## config.mk

```make
export PLATFORM = sky130hd
export DESIGN_NAME = ciee_entry_exit
export DESIGN_NICKNAME = d
export VERILOG_FILES = /design/src/core/ciee_pkg.sv /design/src/core/ciee_vector_gen.sv /design/src/core/ciee_entry_exit.sv
export VERILOG_INCLUDE_DIRS = /design/src /design/src/core
export SDC_FILE = /design/constraint.sdc
export NUM_CORES = 1
export LEC_CHECK = 0
export ABC_AREA = 1
export BUFFER_PORTS_ARGS = -buffer_cell sky130_fd_sc_hd__buf_2
export CELL_PAD_IN_SITES_DETAIL_PLACEMENT = 0
export CELL_PAD_IN_SITES_GLOBAL_PLACEMENT = 1
export CORE_MARGIN = 4
export CORE_UTILIZATION = 39
export CTS_BUF_LIST = sky130_fd_sc_hd__clkbuf_8
export CTS_CLUSTER_SIZE = 20
export DETAILED_ROUTE_END_ITERATION = 7
export GPL_ROUTABILITY_DRIVEN = 1
export GPL_TIMING_DRIVEN = 0
export HOLD_SLACK_MARGIN = 0.06
export PLACE_DENSITY = 0.89
export SYNTH_ARGS = -nofsm -noshare
export SYNTH_HDL_FRONTEND = slang
export SYNTH_SLANG_ARGS = --single-unit
```

## constraint.sdc

```tcl
create_clock -name clk_i -period 4.8 [get_ports clk_i]
set_input_delay 0.96 -clock clk_i [delete_from_list [all_inputs] [get_ports clk_i]]
set_output_delay 0.96 -clock clk_i [all_outputs]
set_load 0.02 [all_outputs]
```

## src/core/ciee_defines.svh

```systemverilog
`ifndef CIEE_DEFINES_SVH
`define CIEE_DEFINES_SVH

// Vector map
`define CIEE_VEC_RESET 16'hFFFE
`define CIEE_VEC_SWI 16'hFFFC
`define CIEE_VEC_IRQ0 16'hFFFA
`define CIEE_NUM_VECTORS 128
`define CIEE_NUM_HW_IRQ 126

// Condition code layout: mask bit position and reset value
`define CIEE_CCR_MASK_BIT 3
`define CIEE_CCR_RESET 8'h08
`define CIEE_SP_RESET 16'h00FF

// Number of bytes stacked on entry
`define CIEE_STACK_BYTES 5

`endif

```

## src/core/ciee_pkg.sv

```systemverilog
package ciee_pkg;

    typedef enum {
        CIEE_RUN,
        CIEE_PUSH,
        CIEE_VEC_HI,
        CIEE_VEC_LO,
        CIEE_PULL,
        CIEE_WAIT
    } ciee_state_e;

    typedef struct packed {
        logic [7:0] condition_code_reg;
        logic [7:0] acc;
        logic [7:0] idx_lo;
        logic [15:0] pc;
    } ciee_regs_s;

    typedef struct packed {
        logic valid;
        logic we;
        logic [15:0] addr;
        logic [7:0] wdata;
    } ciee_mem_s;

endpackage : ciee_pkg

```

## src/core/ciee_vector_gen.sv

```systemverilog
`timescale 1ns/10ps
`include "ciee_defines.svh"

module ciee_vector_gen
    import ciee_pkg::*;
#(
    parameter int NUM_IRQ = `CIEE_NUM_HW_IRQ
) (
    input wire logic is_swi_i,
    input wire logic [6:0] irq_code_i,
    output logic [15:0] vec_addr_o
);

    initial begin
        if (NUM_IRQ < 1 || NUM_IRQ > `CIEE_NUM_HW_IRQ) begin
            $error("NUM_IRQ out of range");
        end
    end

    logic [15:0] irq_vec;

    assign irq_vec = `CIEE_VEC_IRQ0 - {8'h00, irq_code_i, 1'b0};
    assign vec_addr_o = is_swi_i ? `CIEE_VEC_SWI : irq_vec;

endmodule : ciee_vector_gen

```

## src/core/ciee_entry_exit.sv

```systemverilog
`timescale 1ns/10ps
`include "ciee_defines.svh"

// Summary of operation
// - take interrupt after current instruction completes
// - stack all registers except index high
// - load winning vector then run handler
// - return op restores registers and address
// - need clear mask and local enable
// - entry sets global mask bit
// - return restores stacked mask value
// - reset sets mask; clear op clears, transfer copies bit 3
// - 128 vectors, 126 hardware sources
// - vectors descend two bytes from FFFE
// - start only at instruction boundary, or on wake from wait/stop
// - software trap outranks all but reset
// - wait mode wakes on enabled interrupt
// - stop mode accepts asynchronous wake
// - service highest, others stay pending
// - cleared mask re-takes still-flagged source
// - stack adjust adds sign-extended immediate
// - stack pointer addresses next empty slot
// - mask change effective before next boundary
// - return applies mask in third pull cycle
module ciee_entry_exit
    import ciee_pkg::*;
#(
    parameter int NUM_IRQ = `CIEE_NUM_HW_IRQ
) (
    input wire logic clk_i,
    input wire logic rst_b_i,
    input wire logic insn_boundary_i,
    input wire logic irq_pending_i,
    input wire logic irq_local_en_i,
    input wire logic [6:0] irq_code_i,
    input wire logic swi_fetch_i,
    input wire logic rti_op_i,
    input wire logic clear_mask_op_i,
    input wire logic set_mask_op_i,
    input wire logic tap_op_i,
    input wire logic [7:0] tap_value_i,
    input wire logic stack_adjust_op_i,
    input wire logic [7:0] stack_adjust_imm_i,
    input wire logic wait_op_i,
    input wire logic stop_op_i,
    input wire logic async_wake_i,
    input wire logic [7:0] acc_i,
    input wire logic [7:0] idx_lo_i,
    input wire logic [7:0] ccr_i,
    input wire logic [15:0] pc_i,
    input wire logic [7:0] mem_rdata_i,
    output logic [15:0] mem_addr_o,
    output logic [7:0] mem_wdata_o,
    output logic mem_valid_o,
    output logic mem_we_o,
    output logic [15:0] sp_o,
    output logic mask_o,
    output logic [7:0] ccr_o,
    output logic [7:0] acc_o,
    output logic [7:0] idx_lo_o,
    output logic [15:0] pc_o,
    output logic regs_load_o,
    output logic irq_ack_o,
    output logic core_clk_en_o,
    output logic sys_clk_en_o,
    output logic busy_o
);

    initial begin
        if (NUM_IRQ < 1 || NUM_IRQ > `CIEE_NUM_HW_IRQ) begin
            $error("NUM_IRQ out of range");
        end
    end

    logic rst_s1_q;
    logic rst_s2_q;
    always_ff @(posedge clk_i or negedge rst_b_i) begin
        if (!rst_b_i) begin
            rst_s1_q <= 1'b0;
            rst_s2_q <= 1'b0;
        end else begin
            rst_s1_q <= 1'b1;
            rst_s2_q <= rst_s1_q;
        end
    end
    logic rst_n;
    assign rst_n = rst_s2_q;

    ciee_state_e state_q, state_d;
    logic [3:0] cnt_q, cnt_d;
    logic [15:0] sp_q, sp_d;
    logic mask_q, mask_d;
    logic swi_q, swi_d;
    logic stop_q, stop_d;
    logic [15:0] vec_q, vec_d;
    ciee_regs_s save_q, save_d;
    ciee_mem_s mem_q, mem_d;
    logic load_q, load_d;
    logic ack_q, ack_d;
    logic [15:0] pc_new_q, pc_new_d;
    logic [7:0] ccr_new_q, ccr_new_d;
    logic [7:0] acc_new_q, acc_new_d;
    logic [7:0] x_new_q, x_new_d;
    logic [15:0] vec_addr;
    logic wake_sync1_q, wake_sync2_q;

    // Stop wake level is asynchronous; two-flop synchroniser
    // synchronise asynchronous wake
    always_ff @(posedge clk_i or negedge rst_n) begin
        if (!rst_n) begin
            wake_sync1_q <= 1'b0;
            wake_sync2_q <= 1'b0;
        end else begin
            wake_sync1_q <= async_wake_i;
            wake_sync2_q <= wake_sync1_q;
        end
    end

    function automatic logic [7:0] stack_byte(input ciee_regs_s r, input logic [2:0] idx);
        logic [7:0] b;
        b = 8'h00;
        case (idx)
            3'd0: b = r.pc[7:0];
            3'd1: b = r.pc[15:8];
            3'd2: b = r.idx_lo;
            3'd3: b = r.acc;
            3'd4: b = r.condition_code_reg;
            default: b = 8'h00;
        endcase
        return b;
    endfunction : stack_byte

    // global and local enable both needed
    logic irq_take;
    assign irq_take = irq_pending_i && irq_local_en_i && !mask_q;

    logic at_boundary;
    // only once the instruction has finished
    assign at_boundary = insn_boundary_i && state_q == CIEE_RUN;

    logic [15:0] sp_adjust;
    assign sp_adjust = sp_q + {{8{stack_adjust_imm_i[7]}}, stack_adjust_imm_i};

    ciee_vector_gen #(
        .NUM_IRQ(NUM_IRQ)
    ) u_vector_gen (
        .is_swi_i(swi_q),
        .irq_code_i(irq_code_i),
        .vec_addr_o(vec_addr)
    );

    always_comb begin
        state_d = state_q;
        cnt_d = cnt_q;
        sp_d = sp_q;
        mask_d = mask_q;
        swi_d = swi_q;
        stop_d = stop_q;
        vec_d = vec_q;
        save_d = save_q;
        mem_d = '0;
        load_d = 1'b0;
        ack_d = 1'b0;
        pc_new_d = pc_new_q;
        ccr_new_d = ccr_new_q;
        acc_new_d = acc_new_q;
        x_new_d = x_new_q;
        case (state_q)
            CIEE_RUN: begin
                // mask change seen at next boundary
                if (clear_mask_op_i) begin
                    mask_d = 1'b0;
                end else if (set_mask_op_i) begin
                    mask_d = 1'b1;
                end else if (tap_op_i) begin
                    mask_d = tap_value_i[`CIEE_CCR_MASK_BIT];
                end
                if (stack_adjust_op_i) begin
                    sp_d = sp_adjust;
                end
                if (swi_fetch_i) begin
                    swi_d = 1'b1;
                end
                if (at_boundary && (swi_q || swi_fetch_i || irq_take)) begin
                    save_d.pc = pc_i;
                    save_d.acc = acc_i;
                    save_d.idx_lo = idx_lo_i;
                    save_d.condition_code_reg = ccr_i;
                    cnt_d = 4'd0;
                    mask_d = 1'b1;
                    ack_d = !(swi_q || swi_fetch_i);
                    state_d = CIEE_PUSH;
                end else if (at_boundary && rti_op_i) begin
                    cnt_d = 4'd0;
                    state_d = CIEE_PULL;
                end else if (at_boundary && (wait_op_i || stop_op_i)) begin
                    // Wait and stop both open the mask
                    mask_d = 1'b0;
                    stop_d = stop_op_i;
                    state_d = CIEE_WAIT;
                end
            end
            CIEE_PUSH: begin
                mem_d.valid = 1'b1;
                mem_d.we = 1'b1;
                mem_d.addr = sp_q;
                mem_d.wdata = stack_byte(save_q, cnt_q[2:0]);
                sp_d = sp_q - 16'h0001;
                cnt_d = cnt_q + 4'd1;
                if (cnt_q == 4'(`CIEE_STACK_BYTES - 1)) begin
                    vec_d = vec_addr;
                    state_d = CIEE_VEC_HI;
                end
            end
            CIEE_VEC_HI: begin
                mem_d.valid = 1'b1;
                mem_d.addr = vec_q;
                state_d = CIEE_VEC_LO;
            end
            CIEE_VEC_LO: begin
                mem_d.valid = 1'b1;
                mem_d.addr = vec_q + 16'h0001;
                state_d = CIEE_PULL;
                cnt_d = 4'd8;
            end
            CIEE_PULL: begin
                // Read data lags its request by two cycles
                cnt_d = cnt_q + 4'd1;
                // pull ccr, a, x, pch, pcl
                if (cnt_q < 4'(`CIEE_STACK_BYTES)) begin
                    mem_d.valid = 1'b1;
                    mem_d.addr = sp_q + 16'h0001;
                    sp_d = sp_q + 16'h0001;
                end
                case (cnt_q)
                    4'd2: ccr_new_d = mem_rdata_i;
                    4'd3: acc_new_d = mem_rdata_i;
                    4'd4: x_new_d = mem_rdata_i;
                    4'd5: pc_new_d[15:8] = mem_rdata_i;
                    4'd6: pc_new_d[7:0] = mem_rdata_i;
                    4'd8: pc_new_d[15:8] = mem_rdata_i;
                    4'd9: pc_new_d[7:0] = mem_rdata_i;
                    default: ;
                endcase
                // applied as soon as ccr arrives
                if (cnt_q == 4'd2) begin
                    mask_d = mem_rdata_i[`CIEE_CCR_MASK_BIT];
                end
                if (cnt_q == 4'd9) begin
                    ccr_new_d = save_q.condition_code_reg | `CIEE_CCR_RESET;
                    acc_new_d = save_q.acc;
                    x_new_d = save_q.idx_lo;
                    // pending trap cleared on vector fetch
                    swi_d = 1'b0;
                end
                if (cnt_q == 4'd6 || cnt_q == 4'd9) begin
                    // re-entry falls out of RUN check
                    load_d = 1'b1;
                    state_d = CIEE_RUN;
                end
            end
            CIEE_WAIT: begin
                // enabled interrupt wakes straight into entry
                if (irq_take && (!stop_q || wake_sync2_q)) begin
                    save_d.pc = pc_i;
                    save_d.acc = acc_i;
                    save_d.idx_lo = idx_lo_i;
                    save_d.condition_code_reg = ccr_i;
                    cnt_d = 4'd0;
                    mask_d = 1'b1;
                    ack_d = 1'b1;
                    stop_d = 1'b0;
                    state_d = CIEE_PUSH;
                end
            end
            default: state_d = CIEE_RUN;
        endcase
    end

    always_ff @(posedge clk_i or negedge rst_n) begin
        if (!rst_n) begin
            state_q <= CIEE_RUN;
            cnt_q <= 4'd0;
            sp_q <= `CIEE_SP_RESET;
            mask_q <= 1'b1;
            swi_q <= 1'b0;
            stop_q <= 1'b0;
            vec_q <= `CIEE_VEC_RESET;
            save_q <= '0;
            mem_q <= '0;
            load_q <= 1'b0;
            ack_q <= 1'b0;
            pc_new_q <= '0;
            ccr_new_q <= `CIEE_CCR_RESET;
            acc_new_q <= '0;
            x_new_q <= '0;
        end else begin
            state_q <= state_d;
            cnt_q <= cnt_d;
            sp_q <= sp_d;
            mask_q <= mask_d;
            swi_q <= swi_d;
            stop_q <= stop_d;
            vec_q <= vec_d;
            save_q <= save_d;
            mem_q <= mem_d;
            load_q <= load_d;
            ack_q <= ack_d;
            pc_new_q <= pc_new_d;
            ccr_new_q <= ccr_new_d;
            acc_new_q <= acc_new_d;
            x_new_q <= x_new_d;
        end
    end

    logic clk_run_q, sys_run_q, busy_q;
    always_ff @(posedge clk_i or negedge rst_n) begin
        if (!rst_n) begin
            clk_run_q <= 1'b1;
            sys_run_q <= 1'b1;
            busy_q <= 1'b0;
        end else begin
            clk_run_q <= state_d != CIEE_WAIT;
            sys_run_q <= !(state_d == CIEE_WAIT && stop_d);
            busy_q <= state_d != CIEE_RUN && state_d != CIEE_WAIT;
        end
    end

    assign mem_addr_o = mem_q.addr;
    assign mem_wdata_o = mem_q.wdata;
    assign mem_valid_o = mem_q.valid;
    assign mem_we_o = mem_q.we;
    assign sp_o = sp_q;
    assign mask_o = mask_q;
    assign ccr_o = ccr_new_q;
    assign acc_o = acc_new_q;
    assign idx_lo_o = x_new_q;
    assign pc_o = pc_new_q;
    assign regs_load_o = load_q;
    assign irq_ack_o = ack_q;
    assign core_clk_en_o = clk_run_q;
    assign sys_clk_en_o = sys_run_q;
    assign busy_o = busy_q;

endmodule : ciee_entry_exit

```

==> metrics.yaml <==
run_status:
  status: "finished, final reports clean"
synth:
  synth-seq-cells: 178
  async_reset_ff_share_pct: 100
  syn_area_um2: 9040
  netlist_top_cells_area: "dfrtp_1 44%, nand2_1 8.1%, dfstp_2 5.8%"
  ys.flop_type: "dfrtp_1"
  yosys.area.top_type: "dfrtp_1"
  synth_top_area_share_pct: 43.7
  syn_inst: 1011
  syn_avg_cell_area_um2: 8.95
  ys_types: 51
  synth_common_cells: "195 x nand2_1, 158 x dfrtp_1, 122 x inv_1, 91 x nor2_1, 76 x o21ai_0"
  synth-warning-count: 0
  ys_seq_area_share_pct: 49.5
  synth-edff-count: 0
  synth_most_common_cell: "nand2_1"
hold_path:
  hold_class: "in -> async"
floorplanning:
  rows: 55
  die_area_um2: 25700
  core-area_um2: 22700
  die_h_um: 160
  start_util_pct: 39.8
  boundaryPins: 173
  die_w_um: 160
clocking:
  cts-buffers-inserted: 17
  hold_buffers: 0
  cts_tree: "done"
  cts_setup_buffers: 0
  root_buffer: "clkbuf_8"
  htree_levels: 4
  cts_resized: 0
  path_clk_slew_ns: 0.11
  cts_buffer_depth: 2
  clock_sinks: 178
  insertion_delay_ns: 0.48
sta:
  finalSetupViolCount: 0
  hold_viol: 0
  setup_ws_ns: 1.34
  grt_setup_unrepaired: "no"
  drv_slew: 0
  tightest_slew_ns: 0.931
  fmax_mhz: 289
  final.setup_skew_ns: 0.0234
  fin_crit_ns: 3.46
  max_slew_margin_pct: 37.3
  fin_tns_setup_ns: 0
  fin_crit_sh_pct: 72.1
placement:
  gp_congestion: 0.917
  hpwl_um: 19100
  dp_slack_ns: 0.822
  placed_cell_area_um2: 10400
  numPortBuffers: 165
  dp.cells: 1492
critical_path:
  crit_required_ns: 5.17
  crit_arrival_ns: 3.83
  startpoint_type: "primary input"
  max_stage_delay_ns: 0.36
  critical_path.most_common_cell: "inv_1"
  critPathSlowestCell: "ha_1"
  crit_path_cell_trace: "buf_2 -> nor3_1 -> inv_1 -> nor2_1 -> inv_1 -> nor2_1 -> inv_1 -> nor2_1 -> inv_1 -> nor2_1 -> inv_1 -> ha_1 -> or2_2 -> ha_1 -> nand2_1 -> inv_1 -> nand4_1 -> or2_2 -> a21oi_1 -> o21ai_0 -> nand2_1 -> o21ai_0"
  cp-end-kind: "flip-flop"
  cp_max_fo: 4
  critPathKind: "in -> reg"
grt:
  antenna_found_initial: 0
  grt_pass1_vias: 7856
  grt_max_degree: 51
  track_usage_pct: 19.3
  overflow: 0
  grt_pass1_wl_um: 40000
drt:
  wl_per_cell_um: 15.9
  vias_per_cell: 5.02
  wirelength_um: 24200
  drc_errors: 0
  final_antenna_net_count: 0
  vias: 7652
  dr.first_iter.drc_count: 429
  dr.pass1.iters: 5
final_layout:
  area_growth_pct: 20.2
  diodes: 0
  fin_area_um2: 10900
  instances_no_fill: 1524
  drive_gt1_share_pct: 26.0
  fin_nets: 1337
pwr:
  ir_drop_uv: 163
  cellLeakagePower_nw: 5.56
  powerDensity_nw_per_um2: 264
job:
  cap_violations: 0
## flip-flops by register name, indices dropped and copies added, names as in the netlist, 4 cells and up
name and count:
state_q 32, cnt_q 4, pc_o 16, acc_o 8, save_q 40, mem_addr_o 16
vec_q 8, ccr_o 8, idx_lo_o 8, sp_o 16, mem_wdata_o 8
## area by class of cell
| cell class | count | area [um2] |
|---|---|---|
| clock buffers | 17 | 234 |
| repair buffers | 168 | 901 |
| inverters | 133 | 499 |
| clock inverters | 15 | 225 |
| multi-input cells | 706 | 4040 |
| fillers | 2210 | 11800 |
| flip-flops and latches | 178 | 4480 |
| plain buffers | 22 | 131 |
| well taps | 285 | 357 |
## layer usage
layer | GRT usage, % | up-vias | part of all wire [%]
met5 | 0 | - | 0
met3 | 4.31 | 51 | 6.4
met2 | 31.5 | 226 | 48
met4 | 6.84 | 0 | 2.8
li1 | - | 3764 | -
met1 | 25.3 | 3611 | 43
## kinds of logic (layout without fill, tap and decap cells)
family	after synthesis	after routing	synth area share [%]
DFF	178	178	49.5
and+or+nand+nor	406	406	20.2
adders and majority gates	26	26	3.68
buffers and inverters	155	355	6.97
xor gates and xnor gates	16	16	1.55
AOI/OAI and AO/OA	195	195	13.4
muxes	33	33	4.61
other	2	30	0.0830
## stage by stage
step           utilization [%]  hold WS, ns  power (mW)
2_1_floorplan                -        0.331        1.68
3_3_place_gp              45.5        0.333        1.75
3_5_place_dp              45.8        0.341        1.76
4_1_cts                   47.9        0.223        2.89
5_1_grt                   47.9        0.219        2.98
6_report                  47.9        0.250        2.86
## final timing paths
kind / startpoint / end / slack (ns) / depth (start not counted)
max in group asynchronous: rst_n / sp_o[6] / 3.77 / 1
worst min-delay path: rst_b_i / rst_n / 0.25 / 1
worst max register to register: state_q[30] / sp_o[8] / 1.52 / 16
worst min register to register: rst_n / state_q[9] / 0.34 / 0
worst max-delay path: stack_adjust_imm_i[1] / sp_o[13] / 1.34 / 22
min in group clk_i: rst_s1_q / rst_n / 0.36 / 0
## power by group
group	internal (mW)	total [mW]	switching [mW]
registers	1.52	1.53	0.0156
logic	0.0773	0.198	0.121
clock network	0.466	1.13	0.666
total	2.06	2.86	0.802
## cells in the final DEF (no fill, tap or decap), types with 7 or more instances in the layout
cell type  instances
a21oi_1           43
a21oi_2           20
a221oi_1           8
buf_2            168
clkbuf_1          12
clkbuf_8          17
conb_1            30
dfrtp_1          157
dfstp_2           20
ha_1              25
inv_1            122
inv_2              7
mux2_2            21
mux2_4            12
nand2_1          195
nand2_2            8
nand3_1           56
nand4_1           11
nor2_1            91
nor3_1            17
o211ai_1           8
o21ai_0           76
o221ai_1          10
o22ai_1            7
xor2_1            12
## critical path, delay by kind of cell
family | cells | cell delay (ns)
adders and majority gates | 2 | 0.63
AOI/OAI and AO/OA | 3 | 0.38
buffers and inverters | 7 | 0.50
and+or+nand+nor | 10 | 1.35
No activity file was read; power rests on OpenSTA's default activity.
